--- src/ecc_consts.svh ---
// constants shared by both ends of the nonvolatile-memory control link
`ifndef ECC_CONSTS_SVH
`define ECC_CONSTS_SVH

// ----------------------------------------------------------------------
// device register map (link addresses)
// ----------------------------------------------------------------------
`define ECC_LIVE_BASE     8'h00
`define ECC_LIVE_NUM      9
`define ECC_LIVE_CHK_IDX  8
`define ECC_CFG_NUM       8
`define ECC_NVM_NUM       10
`define ECC_NVM_CNT_IDX   9
`define ECC_A_SCHECK      8'h2F
`define ECC_A_PCOUNT      8'h30
`define ECC_A_NVCTL       8'h31
`define ECC_A_UNLOCK      8'h38
`define ECC_UNLOCK_KEY    8'hBE

// ----------------------------------------------------------------------
// control register fields and reset values
// ----------------------------------------------------------------------
`define ECC_B_REGCOPY     6
`define ECC_B_MISMATCH    5
`define ECC_B_AUTOCHK     4
`define ECC_B_LOAD        3
`define ECC_B_BUSY        2
`define ECC_B_ERASE       1
`define ECC_B_PROG        0
`define ECC_AUTOCHK_RST   1'b1
`define ECC_PCOUNT_RST    8'h01
`define ECC_PCOUNT_MAX    8'hFF
`define ECC_ERASED        8'hFF
`define ECC_CRC_POLY      8'h07

// ----------------------------------------------------------------------
// timing: 250 MHz clock, 4 ns period
// ----------------------------------------------------------------------
`define ECC_CLK_PS        4000
`define ECC_CYCLE_MS      115
`define ECC_CYCLE_CLKS    ((`ECC_CYCLE_MS * 64'd1000000000) / `ECC_CLK_PS)

// ----------------------------------------------------------------------
// host controller APB map
// ----------------------------------------------------------------------
`define ECC_H_CMD         8'h00
`define ECC_H_STAT        8'h04
`define ECC_H_ISTAT       8'h08
`define ECC_H_IMASK       8'h0C
`define ECC_CMD_WE        16
`define ECC_CMD_UNLK      17
`define ECC_I_DONE        0
`define ECC_I_REFUSED     1

`endif

--- src/ecc_pkg.sv ---
// types shared by both ends of the nonvolatile-memory control link
package ecc_pkg;
  typedef logic [7:0] ecc_byte_type;
  typedef enum logic [2:0] {
    ECC_LOAD, ECC_IDLE, ECC_COPY, ECC_ERASE, ECC_PROG, ECC_COUNT, ECC_RECNT
  } ecc_state_type;
endpackage : ecc_pkg

--- src/ecc_link_if.sv ---
// register link between the host controller and the memory control device
`timescale 1ns/1ps
interface ecc_link_if;
  import ecc_pkg::*;
  logic         req;
  logic         we;
  ecc_byte_type addr;
  ecc_byte_type wdata;
  logic         ack;
  ecc_byte_type rdata;

  modport dev (
    input  req,
    input  we,
    input  addr,
    input  wdata,
    output ack,
    output rdata
  );

  modport host (
    output req,
    output we,
    output addr,
    output wdata,
    input  ack,
    input  rdata
  );
endinterface : ecc_link_if

--- src/ecc_dev.sv ---
// memory control device: nonvolatile array, shadow array, live registers
//
// Our own choice: the register link port.
`timescale 1ns/1ps
`include "ecc_consts.svh"
module ecc_dev #(
  parameter int unsigned CYCLE_CLKS = 32'(`ECC_CYCLE_CLKS)
) (
  // clock and reset
  input wire logic pclk,
  input wire logic presetn,
  // register link
  ecc_link_if.dev  link
);
  import ecc_pkg::*;

  // ----------------------------------------------------------------------
  // storage
  // ----------------------------------------------------------------------
  ecc_byte_type  nvm_mem [`ECC_NVM_NUM];
  ecc_byte_type  shadow_mem [`ECC_LIVE_NUM];
  ecc_byte_type  live_r [`ECC_LIVE_NUM];
  ecc_state_type state_r;
  logic [3:0]    idx_r;
  logic [31:0]   timer_r;
  ecc_byte_type  crc_r;
  ecc_byte_type  scheck_r;
  ecc_byte_type  pcount_r;
  ecc_byte_type  unlock_r;
  logic          mismatch_r;
  logic          autochk_r;
  logic          unl_ok_r;
  logic          also_prog_r;
  logic          ack_r;
  ecc_byte_type  rdata_r;
  logic          take;
  logic          wr;
  logic          ctl_wr;
  logic          busy;

  function automatic ecc_byte_type crc8(input ecc_byte_type acc, input ecc_byte_type d);
    ecc_byte_type c;
    c = acc ^ d;
    for (int b = 0; b < 8; b++) begin
      c = c[7] ? ((c << 1) ^ `ECC_CRC_POLY) : (c << 1);
    end
    return c;
  endfunction : crc8

  // factory contents: the array is nonvolatile, so reset does not touch it
  initial begin
    for (int i = 0; i < `ECC_CFG_NUM; i++) begin
      nvm_mem[i] = 8'(i);
    end
    nvm_mem[`ECC_LIVE_CHK_IDX] = 8'h00;
    for (int i = 0; i < `ECC_CFG_NUM; i++) begin
      nvm_mem[`ECC_LIVE_CHK_IDX] = crc8(nvm_mem[`ECC_LIVE_CHK_IDX], nvm_mem[i]);
    end
    nvm_mem[`ECC_NVM_CNT_IDX] = `ECC_PCOUNT_RST;
  end

  // ----------------------------------------------------------------------
  // link decode
  // ----------------------------------------------------------------------
  // reads are held off while a load runs, writes are always answered
  assign take   = link.req && !ack_r && (link.we || state_r != ECC_LOAD);
  assign wr     = take && link.we;
  assign busy   = (state_r == ECC_ERASE) || (state_r == ECC_PROG) ||
                  (state_r == ECC_COUNT) || (state_r == ECC_RECNT);
  // control commands are only taken when nothing else is running
  assign ctl_wr = wr && (link.addr == `ECC_A_NVCTL) && (state_r == ECC_IDLE);

  always_ff @(posedge pclk or negedge presetn) begin
    if (!presetn) begin
      ack_r <= 1'b0;
    end else begin
      ack_r <= take;
    end
  end

  always_ff @(posedge pclk or negedge presetn) begin
    if (!presetn) begin
      rdata_r <= 8'h00;
    end else if (take && !link.we) begin
      if (link.addr < `ECC_LIVE_NUM) begin
        rdata_r <= live_r[link.addr[3:0]];
      end else begin
        unique case (link.addr)
          `ECC_A_SCHECK: rdata_r <= scheck_r;
          `ECC_A_PCOUNT: rdata_r <= pcount_r;
          `ECC_A_UNLOCK: rdata_r <= unlock_r;
          `ECC_A_NVCTL:  rdata_r <= {1'b0, state_r == ECC_COPY, mismatch_r, autochk_r,
                                     1'b0, busy, 2'b00};
          default:       rdata_r <= 8'h00;
        endcase
      end
    end
  end

  // ----------------------------------------------------------------------
  // unlock tracking: only the transaction right before counts
  // ----------------------------------------------------------------------
  always_ff @(posedge pclk or negedge presetn) begin
    if (!presetn) begin
      unl_ok_r <= 1'b0;
      unlock_r <= 8'h00;
    end else if (take) begin
      unl_ok_r <= wr && (link.addr == `ECC_A_UNLOCK) && (link.wdata == `ECC_UNLOCK_KEY);
      if (wr && link.addr == `ECC_A_UNLOCK) begin
        unlock_r <= link.wdata;
      end
    end
  end

  always_ff @(posedge pclk or negedge presetn) begin
    if (!presetn) begin
      autochk_r <= `ECC_AUTOCHK_RST;
    end else if (ctl_wr) begin
      autochk_r <= link.wdata[`ECC_B_AUTOCHK];
    end
  end

  // ----------------------------------------------------------------------
  // sequencer
  // ----------------------------------------------------------------------
  always_ff @(posedge pclk or negedge presetn) begin
    if (!presetn) begin
      state_r     <= ECC_LOAD;
      idx_r       <= 4'h0;
      timer_r     <= 32'h0;
      also_prog_r <= 1'b0;
    end else begin
      unique case (state_r)
        ECC_LOAD: begin
          idx_r   <= idx_r + 4'h1;
          state_r <= (idx_r == 4'(`ECC_LIVE_NUM)) ? ECC_IDLE : ECC_LOAD;
        end
        ECC_IDLE: begin
          idx_r   <= 4'h0;
          timer_r <= 32'h0;
          if (ctl_wr && link.wdata[`ECC_B_LOAD]) begin
            state_r <= ECC_LOAD;
          end else if (ctl_wr && link.wdata[`ECC_B_REGCOPY]) begin
            state_r <= ECC_COPY;
          end else if (ctl_wr && unl_ok_r && link.wdata[`ECC_B_ERASE]) begin
            state_r     <= ECC_ERASE;
            also_prog_r <= link.wdata[`ECC_B_PROG];
          end else if (ctl_wr && unl_ok_r && link.wdata[`ECC_B_PROG]) begin
            state_r <= ECC_PROG;
          end
          // a start without the key simply falls away here
        end
        ECC_COPY: begin
          idx_r   <= idx_r + 4'h1;
          state_r <= (idx_r == 4'(`ECC_LIVE_NUM - 1)) ? ECC_IDLE : ECC_COPY;
        end
        ECC_ERASE: begin
          timer_r <= timer_r + 32'h1;
          if (timer_r == CYCLE_CLKS - 1) begin
            timer_r     <= 32'h0;
            also_prog_r <= 1'b0;
            state_r     <= also_prog_r ? ECC_PROG : ECC_COUNT;
          end
        end
        ECC_PROG: begin
          timer_r <= timer_r + 32'h1;
          if (timer_r == CYCLE_CLKS - 1) begin
            state_r <= ECC_COUNT;
          end
        end
        ECC_COUNT: state_r <= ECC_RECNT;
        ECC_RECNT: state_r <= ECC_IDLE;
      endcase
    end
  end

  // ----------------------------------------------------------------------
  // nonvolatile array writes
  // ----------------------------------------------------------------------
  // plain always: the factory image is written by an initial block as well
  always @(posedge pclk) begin
    if (state_r == ECC_ERASE && timer_r == CYCLE_CLKS - 1) begin
      for (int i = 0; i < `ECC_LIVE_NUM; i++) begin
        nvm_mem[i] <= `ECC_ERASED;
      end
    end
    if (state_r == ECC_PROG && timer_r == CYCLE_CLKS - 1) begin
      for (int i = 0; i < `ECC_CFG_NUM; i++) begin
        nvm_mem[i] <= shadow_mem[i];
      end
      nvm_mem[`ECC_LIVE_CHK_IDX] <= autochk_r ? crc_r : shadow_mem[`ECC_LIVE_CHK_IDX];
    end
    if (state_r == ECC_COUNT && nvm_mem[`ECC_NVM_CNT_IDX] != `ECC_PCOUNT_MAX) begin
      nvm_mem[`ECC_NVM_CNT_IDX] <= nvm_mem[`ECC_NVM_CNT_IDX] + 8'h01;
    end
  end

  // shadow array is filled by the register commit, one byte a cycle
  always_ff @(posedge pclk) begin
    if (state_r == ECC_COPY) begin
      shadow_mem[idx_r] <= live_r[idx_r];
    end
  end

  // check over the shadow bytes, worked out while the program timer runs
  always_ff @(posedge pclk or negedge presetn) begin
    if (!presetn) begin
      crc_r <= 8'h00;
    end else if (state_r == ECC_LOAD && idx_r < 4'(`ECC_CFG_NUM)) begin
      crc_r <= crc8(idx_r == 4'h0 ? 8'h00 : crc_r, nvm_mem[idx_r]);
    end else if (state_r == ECC_PROG && timer_r < `ECC_CFG_NUM) begin
      crc_r <= crc8(timer_r == 32'h0 ? 8'h00 : crc_r, shadow_mem[timer_r[3:0]]);
    end
  end

  // ----------------------------------------------------------------------
  // live registers and read-only status
  // ----------------------------------------------------------------------
  always_ff @(posedge pclk or negedge presetn) begin
    if (!presetn) begin
      for (int i = 0; i < `ECC_LIVE_NUM; i++) begin
        live_r[i] <= 8'h00;
      end
    end else if (state_r == ECC_LOAD && idx_r < 4'(`ECC_LIVE_NUM)) begin
      live_r[idx_r] <= nvm_mem[idx_r];
    end else if (wr && state_r == ECC_IDLE && link.addr < `ECC_LIVE_NUM) begin
      live_r[link.addr[3:0]] <= link.wdata;
    end
  end

  always_ff @(posedge pclk or negedge presetn) begin
    if (!presetn) begin
      scheck_r   <= 8'h00;
      mismatch_r <= 1'b0;
    end else if (state_r == ECC_LOAD && idx_r == 4'(`ECC_LIVE_NUM)) begin
      scheck_r   <= nvm_mem[`ECC_LIVE_CHK_IDX];
      mismatch_r <= crc_r != nvm_mem[`ECC_LIVE_CHK_IDX];
    end
  end

  always_ff @(posedge pclk or negedge presetn) begin
    if (!presetn) begin
      pcount_r <= `ECC_PCOUNT_RST;
    end else if ((state_r == ECC_LOAD && idx_r == 4'(`ECC_LIVE_NUM)) ||
                 state_r == ECC_RECNT) begin
      pcount_r <= nvm_mem[`ECC_NVM_CNT_IDX];
    end
  end

  assign link.ack   = ack_r;
  assign link.rdata = rdata_r;
endmodule : ecc_dev

--- src/flat_wrapper.sv ---
// flat-port wrapper written by rule: the top's interface ports become plain ports
module ecc_dev_flat import ecc_pkg::*;
#(
  parameter int unsigned CYCLE_CLKS = 32'(`ECC_CYCLE_CLKS)
)
  (pclk, presetn, link_req, link_we, link_addr, link_wdata, link_ack, link_rdata);
  ecc_link_if link_i ();
  input wire logic pclk;
  input wire logic presetn;
  input wire logic [$bits(link_i.req)-1:0] link_req;
  input wire logic [$bits(link_i.we)-1:0] link_we;
  input wire logic [$bits(link_i.addr)-1:0] link_addr;
  input wire logic [$bits(link_i.wdata)-1:0] link_wdata;
  output wire logic [$bits(link_i.ack)-1:0] link_ack;
  output wire logic [$bits(link_i.rdata)-1:0] link_rdata;
  assign link_i.req = link_req;
  assign link_i.we = link_we;
  assign link_i.addr = link_addr;
  assign link_i.wdata = link_wdata;
  assign link_ack = link_i.ack;
  assign link_rdata = link_i.rdata;
  ecc_dev #(.CYCLE_CLKS(CYCLE_CLKS)) u_core (.pclk(pclk), .presetn(presetn), .link(link_i));
endmodule
--- config.mk ---
export PLATFORM = sky130hd
export DESIGN_NAME = ecc_dev_flat
export DESIGN_NICKNAME = d
export VERILOG_FILES = /design/src/ecc_pkg.sv /design/src/ecc_link_if.sv /design/src/ecc_dev.sv /design/src/flat_wrapper.sv
export VERILOG_INCLUDE_DIRS = /design/src /design/src/src
export SDC_FILE = /design/constraint.sdc
export NUM_CORES = 1
export LEC_CHECK = 0
export BUFFER_PORTS_ARGS = -buffer_cell sky130_fd_sc_hd__buf_4
export CAP_MARGIN = 10
export CORE_AREA = 2 2 297 182
export DETAILED_ROUTE_END_ITERATION = 10
export DIE_AREA = 0 0 299 184
export GPL_TIMING_DRIVEN = 0
export SETUP_SLACK_MARGIN = 0.2
export SLEW_MARGIN = 20
export SYNTH_ARGS = -nofsm -noshare
export SYNTH_HDL_FRONTEND = slang
export SYNTH_SLANG_ARGS = --single-unit
--- constraint.sdc ---
create_clock -name pclk -period 5.65 [get_ports pclk]
set_clock_uncertainty 0.2 [all_clocks]
set_input_delay 0.2825 -clock pclk [delete_from_list [all_inputs] [get_ports pclk]]
set_output_delay 0.2825 -clock pclk [all_outputs]
set_load 0.02 [all_outputs]
Word level (Yosys, flattened, before mapping)
Memory sizes are Yosys's and may differ from the RTL's.
Index checks and enable logic that the tools add are counted.
- output and inout port bits: 9
- memories: 2
- bits in writable memories: 152
- input bits: 20
- register bits: 156
- bitwise logic cells: 29
- reduce and logical (&&, ||, !) cells: 45
- $add $sub $neg: 3
- equal/unequal tests: 22
- muxes and demuxes: 75
- magnitude comparators: 8
- memories (name ; words ; width ; read ports ; clocked after memory_dff ; wr ports ; RTL line ; RTL):
    u_core.nvm_mem ; 10 ; 8 ; 3 ; 0 ; 9 ; ecc_dev.sv:20 ; ecc_byte_type nvm_mem [`ECC_NVM_NUM];
    u_core.shadow_mem ; 9 ; 8 ; 10 ; 0 ; 1 ; ecc_dev.sv:21 ; ecc_byte_type shadow_mem [`ECC_LIVE_NUM];
- operators by type and width (kind ; number):
    8-bit two-way mux ; 22
    72-bit bitwise mux ; 2
    72-bit two-way mux ; 2
    32-bit case mux with 3 select lines ; 1
    3-bit two-way mux ; 22
    8-bit binary-select mux with 4-bit select ; 2
    8-bit demux with 4-bit select ; 2
    3-bit NOT ; 16
    32-bit by 1-bit adder with 32-bit output (second input constant) ; 1
    32-bit by 25-bit equality test with 1-bit output (second input constant) ; 1
    8-bit by 6-bit equality test with 1-bit output (second input constant) ; 4
    32-bit zero test ; 1
    32-bit by 4-bit less-than comparator with 1-bit output (second input constant) ; 1
    32-bit two-way mux ; 1
    8-bit case mux with 4 select lines ; 1
    1-bit logical AND ; 24
    3-bit case mux with 7 select lines ; 1
    8-bit XOR ; 2
    1-bit two-way mux ; 15
    5-bit greater-or-equal comparator (second input constant) ; 2
    5-bit by 1-bit less-than comparator with 1-bit output (second input constant) ; 2
    2-bit != test (second input constant) ; 5
    4-bit NOT with 5-bit output ; 2
    3-bit equality test (second input constant) ; 3
    27 further kinds ; 47

Logic depth before layout (Yosys ltp)
- depth in word-level cells: 21
- mapped depth: 13
- mapped depth without buffers: 9

Worst setup path after synthesis
OpenSTA, ideal clock, no wires.
- path kind: reg-to-reg
- start: reg u_core.timer_r[11]
- end: mem u_core.nvm_mem[0][0] in the netlist's numbering (enable)
- slack: 0.158 ns
- buffers on the path: 1
- setup time: 0.526 ns
- data required time: 4.924 ns
- stages on the path, launching flop included: 7
- arrival time: 4.766 ns
- cell sequence: dfrtp_1 nor4_1 nand4_1 buf_1 nor2_1 nand2_1 a21oi_1
- RTL lines (what ; RTL line ; RTL):
    from (decl) ; ecc_dev.sv:25 ; logic [31:0] timer_r;
    from (signal assigned) ; ecc_dev.sv:158 ; timer_r <= timer_r + 32'h1;
    from (signal assigned) ; ecc_dev.sv:166 ; timer_r <= timer_r + 32'h1;
    to (decl) ; ecc_dev.sv:20 ;

Final worst setup path
- start: reg u_core.idx_r[1]
- end: reg u_core.live_r[46] in the netlist's numbering
- cells in the longest elaborated chain, start to end: 7
- elaborated cells on any way between the ends: 12
- RTL lines (what ; RTL line ; RTL):
    from (decl) ; ecc_dev.sv:24 ; logic [3:0] idx_r;
    from (signal assigned) ; ecc_dev.sv:135 ; idx_r <= idx_r + 4'h1;
    from (signal assigned) ; ecc_dev.sv:154 ; idx_r <= idx_r + 4'h1;
    4-bit NOT with 5-bit output (implied by the code) ; ecc_dev.sv:225 ; live_r[idx_r] <= nvm_mem[idx_r];
    5-bit greater-or-equal comparator (implied by the code) / 5-bit by 1-bit less-than comparator with 1-bit output (equally long branches) ; ecc_dev.sv:225 ;
    1-bit logical AND (implied by the code) ; ecc_dev.sv:225 ;
    8-bit two-way mux (implied by the code) ; ecc_dev.sv:225 ;
    8-bit demux with 4-bit select ; ecc_dev.sv:225 ;
    72-bit bitwise mux ; ecc_dev.sv:225 ;
    72-bit two-way mux ; ecc_dev.sv:224 ; end else if (state_r == ECC_LOAD && idx_r < 4'(`ECC_LIVE_NUM)) begin
    to (signal, indexed assignment) ; ecc_dev.sv:225 ;
    to (signal, indexed assignment) ; ecc_dev.sv:227 ; live_r[link.addr[3:0]] <= link.wdata;
    to (decl) ; ecc_dev.sv:22 ; ecc_byte_type live_r [`ECC_LIVE_NUM];
Several ways; a longest one is shown, not always the timed one.
A chain may end at the register's enable or synchronous reset.

==> impl_metrics.py <==
metrics = {
    "status": {
        "status": "complete, no violations",
    },
    "timing": {
        "fmax_mhz": 239,
        "tns_ns": 0,
        "rsz0062_at_grt": "no",
        "post-route-period-util_pct": 74.0,
        "worstMarginPinSlew_ns": 1.06,
        "finalSetupViolations": 0,
        "fin_ws_ns": 1.47,
        "hold_viol": 0,
        "maxSlewViolCount": 0,
        "relSlewSlack_pct": 28.8,
        "whs_ns": 0.000991,
        "min_period_ns": 4.18,
    },
    "place": {
        "dpl_worst_slack_ns": 1.67,
        "dp_cells": 2182,
        "routabilityCongestion": 0.989,
        "dpl.hpwl_mm": 42.6,
        "numPortBuffers": 26,
    },
    "synth": {
        "synth_fp_nets": 1474,
        "ys_seq_area_share_pct": 56.0,
        "yosys_warnings": 0,
        "synth_seq_cells": 364,
        "netlist_area_sq_um": 18100,
        "synthesis.instances": 1446,
        "synth_edf_count": 208,
        "async_reset_ff_share_pct": 42.9,
        "synth.avg_cell_area_sq_um": 12.5,
        "synth_cell_types": 68,
        "synth_ff_type": "edfxtp_1",
    },
    "die": {
        "core_sq_um": 52000,
        "start_util_pct": 34.9,
        "die_h_microns": 184,
        "num_io_pins": 29,
        "die_w_microns": 299,
        "die_area_sq_um": 55000,
        "rows": 65,
    },
    "global_route": {
        "grt.total_usage_pct": 20.9,
        "grt_max_degree": 92,
        "grt_antenna_before_repair": 0,
        "grt_pass1_vias": 12700,
        "overflow": 0,
        "grt_pass1_wl_mm": 85.1,
    },
    "finish": {
        "layout_common_cells": "208 x edfxtp_1, 154 x dfrtp_1, 106 x o21ai_0",
        "areaGrowthSynthToFinish_pct": 14.0,
        "fin_cells": 2259,
        "final_common_cell": "edfxtp_1",
        "multi_input_area_sq_um": 7590,
        "nFillCells": 4907,
        "register_area_sq_um": 10200,
        "diodes": 0,
        "fin_nets": 1558,
        "drive_gt1_share_pct": 20.0,
        "post-route-util_pct": 39.8,
    },
    "pwr": {
        "p_sw_uw": 4300,
        "p_leak_uw": 0.00757,
        "p_sw_share_pct": 39.9,
        "pwr-share-seq_pct": 35.6,
        "power_frac_comb_pct": 42.9,
        "vdd_drop_max_mv": 0.264,
        "clkPwrFrac_pct": 21.5,
        "power_density_nw_per_um2": 520,
        "intPower_uw": 6470,
    },
    "drt": {
        "ant_nets": 0,
        "drt_iter0_markers": 1839,
        "vias": 13300,
        "drt-total-wl_mm": 57.5,
        "vias_per_cell": 5.91,
        "wire_per_inst_microns": 25.5,
        "drc": 0,
        "dr.pass1.iters": 8,
    },
    "cts": {
        "cts_tree": "built",
        "clk_pin_slew_ns": 0.07,
        "root_buffer": "clkbuf_16",
        "post_cts_resize_count": 0,
        "cts_sinks": 364,
        "htree_num_levels": 2,
        "clk-insertion-delay-late_ns": 0.56,
        "numCtsBuffers": 36,
        "max-clock-path-buffers": 3,
    },
    "critical_path": {
        "cpMaxStageDelayCell": "nor2_1",
        "worstSetupEndpointType": "flip-flop",
        "critPathBufInv": 3,
        "cp_data_required_time_ns": 5.83,
        "path_max_fanout": 10,
        "startpoint_type": "flip-flop",
        "path_cells": "buf_2 -> inv_1 -> ha_1 -> nand2b_1 -> a21oi_2 -> or3_1 -> clkbuf_1 -> nor2_1 -> o21ai_1 -> nand2_1 -> o21ai_0",
        "crit_family": "simple AND/OR/NAND/NOR gates",
        "cp.arrival_ns": 4.36,
        "critPathKind": "flip-flop to flip-flop",
        "max_stage_delay_ns": 0.75,
    },
    "hold_path": {
        "hp-class": "primary input to flip-flop",
    },
    "job": {
        "maxCapViolCount": 0,
    },
}
==> cells in the mapped netlist, types with 4 or more instances <==
cell	n	area (sq um)
a31oi_1	7	43.8
nor3_2	4	40.0
o22ai_1	18	113
a211o_1	8	70.1
dfrtp_1	154	3850
a21o_1	7	52.6
and2_1	12	75.1
nand2b_1	11	68.8
o31ai_1	12	90.1
a22o_1	8	70.1
edfxtp_1	208	6250
o21a_1	4	30.0
and4_1	4	35.0
xnor2_1	41	359
nor2b_1	17	106
a21oi_1	49	245
ha_1	8	100
xor2_1	26	228
nor2_1	88	330
clkbuf_1	61	229
nand3_1	33	165
and3_1	18	113
or2_2	67	419
buf_2	9	45.0
a211oi_1	4	30.0
mux2i_1	25	250
mux4_1	5	131
inv_1	23	86.3
o21ai_0	106	531
mux4_2	68	1530
nor4_1	12	75.1
nor3_1	15	75.1
buf_6	6	67.6
a222oi_1	4	40.0
o21ai_1	5	25.0
or3_1	10	62.6
nand4_1	17	106
a22oi_1	81	608
mux2_2	39	439
nand2_1	98	368
buf_1	13	48.8
==> state kept, by name, indices dropped and copies added (netlist names), 3 cells and up <==
signal	cells
u_core.unlock_r	8
u_core.scheck_r	8
u_core.link.rdata	8
u_core.live_r	72
u_core.idx_r	4
u_core.state_r	3
u_core.crc_r	8
u_core.nvm_mem	80
u_core.timer_r	32
u_core.pcount_r	8
u_core.shadow_mem	128
==> through the flow <==
step                      cell area (sq um)  total power [uW]
after CTS                             20700             10600
after floorplan                       18100              6760
after global routing                  20700             11200
final                                 20700             10800
after global placement                19200              8170
after detailed placement              19500              8310
==> tightest hold or removal path, stage by stage <==
cell	delay, ns
buf_4	0.11
nor4b_2	0.09
mux2_2	0.23
==> power by group through the flow <==
| stage | Clock, uW | Sequential, uW | Combinational [uW] |
|---|---|---|---|
| floorplan | 0 | 3660 | 3100 |
| global placement | 0 | 3850 | 4320 |
| detailed placement | 0 | 3840 | 4470 |
| CTS | 2340 | 3790 | 4510 |
| global route | 2450 | 3840 | 4920 |
| finish | 2310 | 3830 | 4620 |
==> logic make-up (layout without fill, tap and decap cells) <==
| family | after synthesis | in the layout | share of synthesized area (%) |
|---|---|---|---|
| simple gates | 416 | 416 | 11.8 |
| flops | 364 | 364 | 56.0 |
| compound gates | 332 | 332 | 11.9 |
| mux | 137 | 137 | 13.0 |
| buf+inv | 114 | 224 | 2.71 |
| xor+xnor | 75 | 75 | 4.14 |
| fa+ha+maj | 8 | 8 | 0.552 |
==> worst paths after layout <==
path	from	end	slack [ns]	cells after the start
worst max-delay path	u_core.idx_r[1]$_DFFE_PN0P_	u_core.live_r[46]$_DFFE_PN0P_	1.47	11
worst min-delay path	link_addr[3]	u_core.autochk_r$_DFFE_PN1N_	0.001	3
worst max register to register	u_core.idx_r[1]$_DFFE_PN0P_	u_core.live_r[46]$_DFFE_PN0P_	1.47	11
worst min register to register	u_core.mismatch_r$_DFFE_PN0P_	u_core.mismatch_r$_DFFE_PN0P_	0.28	2
max in group asynchronous	presetn	u_core.timer_r[27]$_DFFE_PN0P_	4.23	3
min in group asynchronous	presetn	u_core.pcount_r[3]$_DFFE_PN0P_	0.07	2
==> cell type report <==
| class | instances | area share, % |
|---|---|---|
| clock buffers | 49 | 4.79 |
| multi-input cells | 968 | 36.7 |
| inverters | 23 | 0.417 |
| plain buffers | 91 | 1.96 |
| clock inverters | 15 | 0.508 |
| repair buffers | 46 | 2.30 |
| well taps | 703 | 4.25 |
| flip-flops and latches | 364 | 49.1 |
==> timing repair <==
action | 4_1_cts | 5_1_grt
hold endpoints to repair | 71 | 0
hold buffers | 13 | 0
buffers inserted | 0 | 0
==> metal layers <==
metal	wire [microns]	global-route usage, %	vias up	part of all wire (%)
met4	807	3.38	0	1.4
li1	-	-	5660	-
met2	21400	26.1	822	37
met3	8650	9.58	78	15
met1	26700	32.6	6785	46
met5	0	0	-	0
No activity file was read; power rests on OpenSTA's default activity.
